===== src/core/adc_ctl_pkg.sv =====
// Shared constants and carriers for the integrating converter bus interface
// Contract
// - Input clock divided by four; one conversion lasts 1280 internal cycles.
// - Signal integrate phase lasts exactly 256 internal cycles.
// - Demand mode starts only on a selected write strobe low pulse.
// - Demand mode: busy falls, data valid, 1155 cycles after write falls.
// - After busy falls, 125 further cycles pass before the next conversion.
// - Write strobes ignored during the first 1100 cycles of a conversion.
// - Write accepted after the ignore window starts a conversion when current ends.
// - Only a falling write edge triggers; holding it low does not repeat.
// - Data valid from busy fall until half cycle before busy rises next.
// - Demand mode: three bytes independently addressable, any read order.
// - Continuous mode converts back to back, data valid at each busy fall.
// - Continuous mode ignores byte and sign select; bytes step on reads.
// - Result leaves on an 8-bit three-state bus under six control inputs.
// - Continuous order: high byte with polarity, low byte, high byte with overrange.
// - Continuous mode: each read strobe rising edge advances the byte counter.
// - Active-low enable ANDed with active-high select qualifies read and write.
// - Demand high byte top bit: overrange if select high, else polarity.
package adc_ctl_pkg;
  localparam int unsigned DIV_RATIO = 4;
  localparam logic [1:0] DIV_LAST = 2'h3;
  // Half an internal cycle before the next tick
  localparam logic [1:0] HALF_PHASE = 2'h1;
  localparam int unsigned CONV_CYCLES = 1280;
  localparam int unsigned INTEG_CYCLES = 256;
  localparam int unsigned BUSY_FALL_CYCLES = 1155;
  localparam int unsigned IGNORE_CYCLES = 1100;
  localparam logic [10:0] CNT_LAST = 11'(CONV_CYCLES - 1);
  localparam logic [10:0] CNT_INTEG_BEG = 11'h03f;
  localparam logic [10:0] CNT_DEINT_BEG = 11'(63 + INTEG_CYCLES);
  localparam logic [10:0] CNT_SETTLE_BEG = 11'(BUSY_FALL_CYCLES);
  localparam logic [10:0] CNT_IGNORE_END = 11'(IGNORE_CYCLES);
  localparam logic [10:0] CNT_LOSE = 11'(63 + INTEG_CYCLES - 1);
  localparam logic [1:0] BYTE_HI_POL = 2'h0;
  localparam logic [1:0] BYTE_LO = 2'h1;
  localparam logic [1:0] BYTE_HI_OVR = 2'h2;
  localparam int unsigned MAG_HI_MSB = 14;
  localparam int unsigned MAG_HI_LSB = 8;

  typedef enum logic [4:0] {
    ST_IDLE = 5'h01,
    ST_AUTOZERO = 5'h02,
    ST_INTEGRATE = 5'h04,
    ST_DEINTEGRATE = 5'h08,
    ST_SETTLE = 5'h10
  } conv_state_t;

  typedef struct packed {
    logic polarity_pos;
    logic overrange;
    logic [14:0] magnitude;
  } result_t;

  typedef struct packed {
    logic ce_n;
    logic cs;
    logic rd_n;
    logic wr_n;
    logic byte_sel_low;
    logic sign_over_select;
  } bus_ctl_t;
endpackage


===== src/core/adc_bus_ctl.sv =====
// Conversion sequencer and three-state byte read-out of the converter
`timescale 1ns/10ps
module adc_bus_ctl
  import adc_ctl_pkg::*;
(
  // Clock and reset
  input wire logic i_ref_clk,
  input wire logic i_srst,
  // Host bus controls and mode
  input wire bus_ctl_t i_bus,
  input wire logic i_mode_select,
  // Result from the analog counter chain
  input wire result_t i_result,
  // Data bus
  output logic [7:0] o_data,
  output logic o_data_oe,
  // Status
  output logic o_busy,
  output logic o_data_valid
);
  logic tick_w;
  logic [1:0] phase_w;
  logic [7:0] byte_w;

  adc_clk_div4 u_div (
    .i_ref_clk(i_ref_clk),
    .i_srst(i_srst),
    .o_tick(tick_w),
    .o_phase(phase_w)
  );

  conv_state_t state_r;
  conv_state_t state_nxt;
  logic [10:0] cnt_r;
  logic [10:0] cnt_nxt;
  logic running_w;
  logic pend_r;
  logic pend_nxt;
  logic wr_n_r;
  logic rd_n_r;
  logic busy_r;
  logic valid_r;
  logic valid_nxt;
  logic [1:0] idx_r;
  logic [1:0] idx_nxt;
  logic [7:0] data_r;
  result_t res_r;

  function automatic conv_state_t state_of(input logic [10:0] c);
    if (c < CNT_INTEG_BEG) begin
      state_of = ST_AUTOZERO;
    end else if (c < CNT_DEINT_BEG) begin
      state_of = ST_INTEGRATE;
    end else if (c < CNT_SETTLE_BEG) begin
      state_of = ST_DEINTEGRATE;
    end else begin
      state_of = ST_SETTLE;
    end
  endfunction

  // Bus qualification and edge detection
  logic sel_w;
  logic wr_fall_w;
  logic rd_rise_w;
  logic in_ignore_w;
  logic wr_acc_w;
  logic conv_end_w;
  logic start_go_w;
  logic busy_fall_w;
  logic lose_w;

  assign sel_w = ~i_bus.ce_n & i_bus.cs;
  assign wr_fall_w = sel_w & wr_n_r & ~i_bus.wr_n;
  assign rd_rise_w = sel_w & ~rd_n_r & i_bus.rd_n;
  assign running_w = (state_r != ST_IDLE);
  assign in_ignore_w = running_w & (cnt_r < CNT_IGNORE_END);
  assign wr_acc_w = wr_fall_w & ~i_mode_select & ~in_ignore_w;
  assign conv_end_w = tick_w & running_w & (cnt_r == CNT_LAST);
  // Busy-fall sits 125 cycles before the end; restart waits for the last count, not for busy-fall
  assign start_go_w = tick_w & (i_mode_select | pend_r) &
                      (~running_w | (cnt_r == CNT_LAST));
  assign busy_fall_w = tick_w & (state_r == ST_DEINTEGRATE) &
                       (cnt_r == CNT_SETTLE_BEG - 11'h001);
  // Two reference clocks ahead of the tick that raises busy
  assign lose_w = running_w & (cnt_r == CNT_LOSE) & (phase_w == HALF_PHASE);

  // Sequencer next state
  always_comb begin
    cnt_nxt = cnt_r;
    state_nxt = state_r;
    if (start_go_w) begin
      cnt_nxt = 11'h000;
      state_nxt = ST_AUTOZERO;
    end else if (conv_end_w) begin
      cnt_nxt = 11'h000;
      state_nxt = ST_IDLE;
    end else if (tick_w && running_w) begin
      cnt_nxt = cnt_r + 11'h001;
      state_nxt = state_of(cnt_r + 11'h001);
    end
  end

  // Set wins over clear, so a strobe at the restart tick is kept
  assign pend_nxt = wr_acc_w ? 1'b1 : (start_go_w ? 1'b0 : pend_r);
  assign valid_nxt = busy_fall_w ? 1'b1 : (lose_w ? 1'b0 : valid_r);

  always_comb begin
    idx_nxt = idx_r;
    if (busy_fall_w || lose_w) begin
      idx_nxt = BYTE_HI_POL;
    end else if (i_mode_select && rd_rise_w) begin
      idx_nxt = (idx_r == BYTE_HI_OVR) ? BYTE_HI_POL : idx_r + 2'h1;
    end
  end

  adc_byte_mux u_mux (
    .i_result(res_r),
    .i_mode_select(i_mode_select),
    .i_byte_sel_low(i_bus.byte_sel_low),
    .i_sign_over_select(i_bus.sign_over_select),
    .i_cont_idx(idx_r),
    .o_byte(byte_w)
  );

  always_ff @(posedge i_ref_clk) begin
    if (i_srst) begin
      state_r <= ST_IDLE;
      cnt_r <= 11'h000;
      pend_r <= 1'b0;
      busy_r <= 1'b0;
      valid_r <= 1'b0;
      idx_r <= BYTE_HI_POL;
    end else begin
      state_r <= state_nxt;
      cnt_r <= cnt_nxt;
      pend_r <= pend_nxt;
      busy_r <= (state_nxt == ST_DEINTEGRATE);
      valid_r <= valid_nxt;
      idx_r <= idx_nxt;
    end
  end

  // Strobe history starts high so reset never looks like an edge
  always_ff @(posedge i_ref_clk) begin
    if (i_srst) begin
      wr_n_r <= 1'b1;
      rd_n_r <= 1'b1;
      res_r <= '0;
      data_r <= 8'h00;
    end else begin
      wr_n_r <= i_bus.wr_n;
      rd_n_r <= i_bus.rd_n;
      if (busy_fall_w) begin
        res_r <= i_result;
      end
      data_r <= byte_w;
    end
  end

  assign o_data = data_r;
  assign o_data_oe = sel_w & ~i_bus.rd_n;
  assign o_busy = busy_r;
  assign o_data_valid = valid_r;

  // Helper: internal cycles spent integrating
  logic [9:0] integ_len_r;
  always_ff @(posedge i_ref_clk) begin
    if (i_srst || state_r != ST_INTEGRATE) begin
      integ_len_r <= 10'h000;
    end else if (tick_w) begin
      integ_len_r <= integ_len_r + 10'h001;
    end
  end

  // Helper: internal cycles since the conversion began
  logic [10:0] since_start_r;
  always_ff @(posedge i_ref_clk) begin
    if (i_srst || start_go_w) begin
      since_start_r <= 11'h000;
    end else if (tick_w && since_start_r != 11'h7ff) begin
      since_start_r <= since_start_r + 11'h001;
    end
  end

  property p_integ_len;
    @(posedge i_ref_clk) disable iff (i_srst)
      (state_r == ST_INTEGRATE) && (state_nxt == ST_DEINTEGRATE) |->
        integ_len_r == 10'(INTEG_CYCLES - 1);
  endproperty
  a_integ_len: assert property (p_integ_len)
    else $error("integrate phase not 256 cycles");

  property p_busy_fall_time;
    @(posedge i_ref_clk) disable iff (i_srst)
      $fell(o_busy) |-> since_start_r == CNT_SETTLE_BEG && o_data_valid;
  endproperty
  a_busy_fall_time: assert property (p_busy_fall_time)
    else $error("busy did not fall 1155 cycles after start");

  property p_conv_len;
    @(posedge i_ref_clk) disable iff (i_srst)
      start_go_w && running_w |-> since_start_r == CNT_LAST;
  endproperty
  a_conv_len: assert property (p_conv_len)
    else $error("conversion not 1280 cycles long");

  property p_settle_gap;
    @(posedge i_ref_clk) disable iff (i_srst)
      $fell(o_busy) |-> !start_go_w [*8];
  endproperty
  a_settle_gap: assert property (p_settle_gap)
    else $error("restart too soon after busy fall");

  property p_ignore;
    @(posedge i_ref_clk) disable iff (i_srst)
      wr_fall_w && in_ignore_w && !pend_r |=> !pend_r;
  endproperty
  a_ignore: assert property (p_ignore)
    else $error("write accepted inside ignore window");

  property p_remember;
    @(posedge i_ref_clk) disable iff (i_srst)
      wr_fall_w && !i_mode_select && running_w && cnt_r >= CNT_IGNORE_END |=> pend_r;
  endproperty
  a_remember: assert property (p_remember)
    else $error("late write not remembered");

  property p_no_repeat;
    @(posedge i_ref_clk) disable iff (i_srst)
      conv_end_w && !pend_r && !i_mode_select |=> state_r == ST_IDLE;
  endproperty
  a_no_repeat: assert property (p_no_repeat)
    else $error("conversion repeated without new edge");

  property p_back_to_back;
    @(posedge i_ref_clk) disable iff (i_srst)
      conv_end_w && i_mode_select |=> state_r == ST_AUTOZERO && cnt_r == 11'h000;
  endproperty
  a_back_to_back: assert property (p_back_to_back)
    else $error("continuous mode did not restart");

  property p_valid_drop;
    @(posedge i_ref_clk) disable iff (i_srst)
      lose_w |=> !o_data_valid ##2 o_busy;
  endproperty
  a_valid_drop: assert property (p_valid_drop)
    else $error("data not dropped half cycle before busy");

  property p_cont_order;
    @(posedge i_ref_clk) disable iff (i_srst)
      i_mode_select && rd_rise_w && idx_r == BYTE_HI_POL && !busy_fall_w && !lose_w
        |=> idx_r == BYTE_LO;
  endproperty
  a_cont_order: assert property (p_cont_order)
    else $error("byte counter did not advance");

  property p_top_bit;
    @(posedge i_ref_clk) disable iff (i_srst)
      !i_mode_select && !i_bus.byte_sel_low && i_bus.sign_over_select && !busy_fall_w
        |=> o_data[7] == res_r.overrange;
  endproperty
  a_top_bit: assert property (p_top_bit)
    else $error("top data bit not overrange");

  property p_reset_idle;
    @(posedge i_ref_clk) i_srst |=> !o_busy && !o_data_valid && state_r == ST_IDLE;
  endproperty
  a_reset_idle: assert property (p_reset_idle)
    else $error("not idle after reset");

  property p_busy_rise;
    @(posedge i_ref_clk) disable iff (i_srst)
      $rose(o_busy) |-> since_start_r == CNT_DEINT_BEG;
  endproperty
  a_busy_rise: assert property (p_busy_rise)
    else $error("busy did not rise at deintegrate start");

  property p_cont_low;
    @(posedge i_ref_clk) disable iff (i_srst)
      i_mode_select && idx_r == BYTE_LO && !busy_fall_w |=> o_data == res_r.magnitude[7:0];
  endproperty
  a_cont_low: assert property (p_cont_low)
    else $error("continuous low byte follows the selects");

  property p_demand_hold;
    @(posedge i_ref_clk) disable iff (i_srst)
      !i_mode_select && o_data_valid && !running_w |=> o_data_valid;
  endproperty
  a_demand_hold: assert property (p_demand_hold)
    else $error("demand data dropped while idle");

  property p_pend_clear;
    @(posedge i_ref_clk) disable iff (i_srst)
      start_go_w && !wr_acc_w |=> !pend_r;
  endproperty
  a_pend_clear: assert property (p_pend_clear)
    else $error("start strobe not consumed");

  c_demand_conv: cover property (@(posedge i_ref_clk) disable iff (i_srst)
    !i_mode_select && $fell(o_busy));
  c_cont_three: cover property (@(posedge i_ref_clk) disable iff (i_srst)
    i_mode_select && rd_rise_w && idx_r == BYTE_HI_OVR);
  c_queued: cover property (@(posedge i_ref_clk) disable iff (i_srst)
    start_go_w && running_w && pend_r);
  c_cont_lose: cover property (@(posedge i_ref_clk) disable iff (i_srst)
    i_mode_select && lose_w);
  c_ignored: cover property (@(posedge i_ref_clk) disable iff (i_srst)
    wr_fall_w && in_ignore_w);
endmodule


===== src/core/adc_clk_div4.sv =====
// Divide-by-four enable generator for the internal conversion clock
`timescale 1ns/10ps
module adc_clk_div4
  import adc_ctl_pkg::*;
(
  // Clock and reset
  input wire logic i_ref_clk,
  input wire logic i_srst,
  // Internal clock enable
  output logic o_tick,
  output logic [1:0] o_phase
);
  logic [1:0] phase_r;

  always_ff @(posedge i_ref_clk) begin
    if (i_srst) begin
      phase_r <= 2'h0;
    end else begin
      phase_r <= phase_r + 2'h1;
    end
  end

  assign o_phase = phase_r;
  assign o_tick = (phase_r == DIV_LAST);

  property p_tick_spacing;
    @(posedge i_ref_clk) disable iff (i_srst)
      o_tick |=> !o_tick [*3] ##1 o_tick;
  endproperty
  a_tick_spacing: assert property (p_tick_spacing)
    else $error("internal tick not one in four");
endmodule


===== src/core/adc_byte_mux.sv =====
// Result byte selection for demand and continuous read-out
`timescale 1ns/10ps
module adc_byte_mux
  import adc_ctl_pkg::*;
(
  // Result and selection
  input wire result_t i_result,
  input wire logic i_mode_select,
  input wire logic i_byte_sel_low,
  input wire logic i_sign_over_select,
  input wire logic [1:0] i_cont_idx,
  // Selected byte
  output logic [7:0] o_byte
);
  function automatic logic [7:0] hi_byte(input logic top, input logic [14:0] mag);
    hi_byte = {top, mag[MAG_HI_MSB:MAG_HI_LSB]};
  endfunction

  logic [7:0] lo_w;
  logic [7:0] hi_pol_w;
  logic [7:0] hi_ovr_w;
  logic [7:0] demand_w;
  logic [7:0] cont_w;

  assign lo_w = i_result.magnitude[7:0];
  assign hi_pol_w = hi_byte(i_result.polarity_pos, i_result.magnitude);
  assign hi_ovr_w = hi_byte(i_result.overrange, i_result.magnitude);
  // Any order: low/high and top-bit meaning picked per read
  assign demand_w = i_byte_sel_low ? lo_w :
                    (i_sign_over_select ? hi_ovr_w : hi_pol_w);
  // Selects ignored here; the counter alone picks the byte
  assign cont_w = (i_cont_idx == BYTE_LO) ? lo_w :
                  ((i_cont_idx == BYTE_HI_OVR) ? hi_ovr_w : hi_pol_w);
  assign o_byte = i_mode_select ? cont_w : demand_w;
endmodule


===== config.mk =====
export PLATFORM = sky130hd
export DESIGN_NAME = adc_bus_ctl
export DESIGN_NICKNAME = d
export VERILOG_FILES = /design/src/core/adc_ctl_pkg.sv /design/src/core/adc_bus_ctl.sv /design/src/core/adc_clk_div4.sv /design/src/core/adc_byte_mux.sv
export SDC_FILE = /design/constraint.sdc
export NUM_CORES = 1
export LEC_CHECK = 0
export BUFFER_PORTS_ARGS = -buffer_cell sky130_fd_sc_hd__buf_2
export CAP_MARGIN = 0
export CORE_ASPECT_RATIO = 2
export CORE_MARGIN = 5
export CORE_UTILIZATION = 61
export CTS_CLUSTER_DIAMETER = 120
export DETAILED_ROUTE_END_ITERATION = 7
export GPL_TIMING_DRIVEN = 0
export PLACE_DENSITY = 0.87
export SLEW_MARGIN = 20
export SYNTH_ARGS = -nofsm -noshare
export SYNTH_HDL_FRONTEND = slang
export SYNTH_HIERARCHICAL = 1
export SYNTH_SLANG_ARGS = --single-unit

===== constraint.sdc =====
create_clock -name i_ref_clk -period 4.23 [get_ports i_ref_clk]
set_input_delay 0.6345 -clock i_ref_clk [delete_from_list [all_inputs] [get_ports i_ref_clk]]
set_output_delay 0.6345 -clock i_ref_clk [all_outputs]
set_load 0.02 [all_outputs]

== After elaboration in Yosys (flattened, before gate mapping) ==
Cells that the tools add are included.

* Input port bits: 26
* Register bits after elaboration: 50
* Logic and storage cells: 79

* Add/subtract/negate cells: 3
* Bitwise operators: 26
* Reduce and logical (&&, ||, !) cells: 7
* Mux-type cells: 16
* Eq/ne operators: 10
* $lt $le $gt $ge: 4

{| class="wikitable"
|+ Operator list
! operator !! number
|-
| $mux 8 || 5
|-
| $mux 5 || 6
|-
| $eq 11x11->1 const B || 2
|-
| $lt 11x11->1 const B || 2
|-
| $and 1x1->1 || 17
|-
| $add 11x1->11 const B || 1
|-
| $eq 11x9->1 const B || 1
|-
| $lt 11x6->1 const B || 1
|-
| $lt 11x9->1 const B || 1
|-
| $eq 5x4->1 const B || 2
|-
| $not 1->1 || 7
|-
| $ne 5x1->1 const B || 1
|-
| $add 2x1->2 const B || 2
|-
| $eq 2x1->1 const B || 2
|-
| $eq 2x2->1 const B || 2
|-
| $mux 1 || 4
|-
| $reduce_bool 2->1 || 2
|-
| $reduce_or 3->1 || 1
|-
| $logic_and 1x1->1 || 2
|-
| $mux 2 || 1
|-
| $or 1x1->1 || 2
|-
| $reduce_or 2->1 || 1
|-
| $logic_or 1x1->1 || 1
|}

== Longest topological paths before layout ==
* Word-level depth: 9
* Mapped depth: 10
* Depth with buffers taken out: 8

== Cells and area by module ==
Netlist, hierarchy kept.

{| class="wikitable"
|+ By module, submodules not included
! module !! cells an instance !! area an instance (um^2) !! times used !! seq. area each (um^2)
|-
| adc_bus_ctl || 270 || 2,412.3 || 1 || 960.9
|-
| adc_byte_mux || 17 || 175.2 || 1 || 0.0
|-
| adc_clk_div4 || 5 || 62.6 || 1 || 40.0
|}

== Worst setup path after synthesis ==
OpenSTA, ideal clock, no wires.

* Path type: flip-flop to flip-flop
* Start: reg cnt_r[0]
* End: reg busy_r (netlist: o_busy)
* Library setup time: 0.121 ns
* Stages on the path, launching flop included: 10
* Data required time: 4.109 ns
* Clock period less this slack: 1.982 ns
* Arrival time: 1.861 ns
* Setup slack: 2.248 ns
* Path through: dfxtp_1 > buf_2 > inv_1 > ha_1 > and4bb_2 > nand4b_1 > o211ai_2 > a221o_1 > a31oi_1 > nor3_1

* Longest elaborated chain between the ends: 9

{| class="wikitable"
|+ RTL lines
! item !! line !! source
|-
| start, declared || adc_bus_ctl.sv:34 || <nowiki>logic [10:0] cnt_r;</nowiki>
|-
| start signal, assigned || adc_bus_ctl.sv:135 || <nowiki>cnt_r <= cnt_nxt;</nowiki>
|-
| $add 11x1->11 || adc_bus_ctl.sv:99 || <nowiki>state_nxt = state_of(cnt_r + 11'h001);</nowiki>
|-
| $lt 11x11->1 || adc_bus_ctl.sv:54 || <nowiki>end else if (c < CNT_SETTLE_BEG) begin</nowiki>
|-
| $mux 5 || adc_bus_ctl.sv:54 ||
|-
| $mux 5 || adc_bus_ctl.sv:52 || <nowiki>end else if (c < CNT_DEINT_BEG) begin</nowiki>
|-
| $mux 5 || adc_bus_ctl.sv:50 || <nowiki>if (c < CNT_INTEG_BEG) begin</nowiki>
|-
| $mux 5 || adc_bus_ctl.sv:97 || <nowiki>end else if (tick_w && running_w) begin</nowiki>
|-
| $mux 5 || adc_bus_ctl.sv:94 || <nowiki>end else if (conv_end_w) begin</nowiki>
|-
| $mux 5 * || adc_bus_ctl.sv:91 || <nowiki>if (start_go_w) begin</nowiki>
|-
| $eq 5x4->1 * || adc_bus_ctl.sv:137 || <nowiki>busy_r <= (state_nxt == ST_DEINTEGRATE);</nowiki>
|-
| end signal, assigned || adc_bus_ctl.sv:137 ||
|-
| end, declared || adc_bus_ctl.sv:41 || <nowiki>logic busy_r;</nowiki>
|}

Every way passes the cells marked *; elsewhere a longest branch is shown, timed or not.
A chain may end at the register's enable or synchronous reset.

== Worst setup path in the final report ==
Same ends and word-level chain as after synthesis.

==> qor.csv <==
metric,value,unit
startpoint_type,register,
dieArea,5840,um^2
rsz0062_at_grt,false,
drc_errors,0,
yosys.area.top_type_share,37.8,%
place_ws,1.94,ns
syn_avg_cell_area,9.08,um^2
whs_path_depth,1,
setup_ws,1.93,ns
setup_tns,0,ns
synth_area_leaders,"dfxtp_1 (38%), mux2i_1 (6.8%), nor2_1 (5.9%), mux2_2 (3.4%), xnor2_1 (3.3%)",
crit_cells,9,
vias,2276,
wire_per_inst,16.6,um
ys_ff_latch,50,
gp_congestion,0.946,
hold_slack,0.440,ns
cts.reportedPaths.clkPinSlew,0.10,ns
hold_viol,0,
yosysWarnings,6,
clkSinkCount,50,
synth-main-ff-cell,dfxtp_1,
power_density,290,nW/um^2
post_cts_buffers,0,
reg2reg_depth,9,
cts_resized,0,
grt_antenna_before_repair,0,
ios,37,
syn_to_final_growth,13.5,%
tightest_slew,0.551,ns
worstPathRequired,4.44,ns
synth-seq-area-share,37.8,%
globalRoute.totalOverflow,0,
num_rows,34,
setup_viol,0,
hold_class,register to register,
core-area,4300,um^2
worst-setup-path-type,register to register,
numCtsBuffers,5,
grt_pass1_wl,10.9,mm
synth_cell_types,62,
max_stage_delay,0.41,ns
yosysTopAreaCell,dfxtp_1,
dr.pass1.iters,4,
crit_slowest_cell,dfxtp_1,
die_h,103,um
crit_family,compound AO/OA/AOI/OAI gates,
critPathBufInv,2,
place_hpwl,5.01,mm
finalCritPeriodShare,54.4,%
path_cells,buf_2 > inv_1 > ha_1 > and4bb_2 > nand4b_1 > o211ai_2 > a221o_1 > a31oi_1 > nor3_1,
p_total,0.872,mW
grt_start_max_net_pins,16,
synth_enable_flop_cells,0,
synth_nets,321,
synth.cell_area,2650,um^2
maxCapViolCount,0,
fin_util,70.0,%
routed_wl,6.46,mm
cts_hold_buf,0,
drv_slew,0,
cp.arrival,2.51,ns
layout.nets,364,
port_buffers,36,
ys_async_sr_fraction,0,%
path_max_fanout,10,
die_w,56.6,um
drt_iter0_markers,89,
relSlewSlack,63.3,%
synthCells,292,
end_kind,register,
run_status,finished clean,
diodes,0,
htreeDepth,2,
cts_tree,done,
layout_common_cells,"dfxtp_1 (50), nor2_1 (42), buf_2 (41)",
max_freq,435,MHz
final.setup_skew,0.00682,ns
drive_gt1_share,24.4,%
grt_usage,23.7,%
start_util,61.7,%
clk_latency,0.31,ns
grt_pass1_vias,2375,
p_leak,1.33,nW
ir_drop,0.289,mV
period_minus_slack,2.30,ns
final_common_cell,dfxtp_1,
cts_buffer_depth,2,
ant_nets,0,
cts_root_buffer,clkbuf_8,
viasPerCell,5.84,
routing by layer:
metal	GRT usage [%]	part of all wire (%)	vias up
li1	-	-	1108
met1	22.3	34	1062
met2	45.1	55	78
met3	4.10	4.8	28
met4	17.2	5.8	0
met5	0	0	-
stage by stage:
step,instance area [um^2],instances
2_1_floorplan,2650,292
3_3_place_gp,2900,382
3_5_place_dp,2900,382
4_1_cts,3010,390
5_1_grt,3010,390
6_report,3010,390
sequential cells by signal, summed over array words and instances, names as in the netlist:
name,count
res_r,17
cnt_r,11
o_data,8
state_r,5
idx_r,2
u_div/o_phase,2
o_busy,1
o_data_valid,1
pend_r,1
rd_n_r,1
wr_n_r,1
layout make-up:
class | count | area (um^2)
multi-input cells | 217 | 1500
clock buffers | 6 | 72.6
plain buffers | 20 | 133
clock inverters | 2 | 37.5
fillers | 344 | 1290
flip-flops and latches | 50 | 1000
repair buffers | 36 | 180
well taps | 54 | 67.6
inverters | 5 | 18.8
synth_stat cells, drive strengths merged, types with 3 or more instances:
cell type,n
nor2,42
inv,5
nor3,8
ha,3
clkbuf,7
xnor2,10
a21boi,3
xor2,7
and3,3
a21oi,12
buf,13
a21o,3
nand2b,3
or2,4
or3,3
o21ai,9
nand3,8
nor4,3
nand2,16
a211oi,3
nor2b,14
mux2,8
nand4,5
dfxtp,50
mux2i,19
worst paths after layout:
path         slack, ns             start          endpoint
max               1.93          cnt_r[0]            o_busy
min               0.44  u_div/o_phase[0]  u_div/o_phase[0]
max reg2reg       1.93          cnt_r[0]            o_busy
min reg2reg       0.44  u_div/o_phase[0]  u_div/o_phase[0]
cells by family (layout without fill, tap and decap cells):
group                    Yosys count  count (layout)  synth area share (%)
buffers and inverters             25              69                  5.71
flip-flops                        50              50                  37.8
XOR/XNOR                          17              17                  5.62
AO/OA/AOI/OAI                     48              48                  13.2
AND/OR/NAND/NOR                  122             122                  25.2
adder cells (fa/ha/maj)            3               3                  1.42
multiplexers                      27              27                  11.0
power by group:
group          switching, mW  internal (mW)
logic                 0.0297         0.0239
clock network          0.164          0.177
registers            0.00307          0.475
No activity file was read; power rests on OpenSTA's default activity.
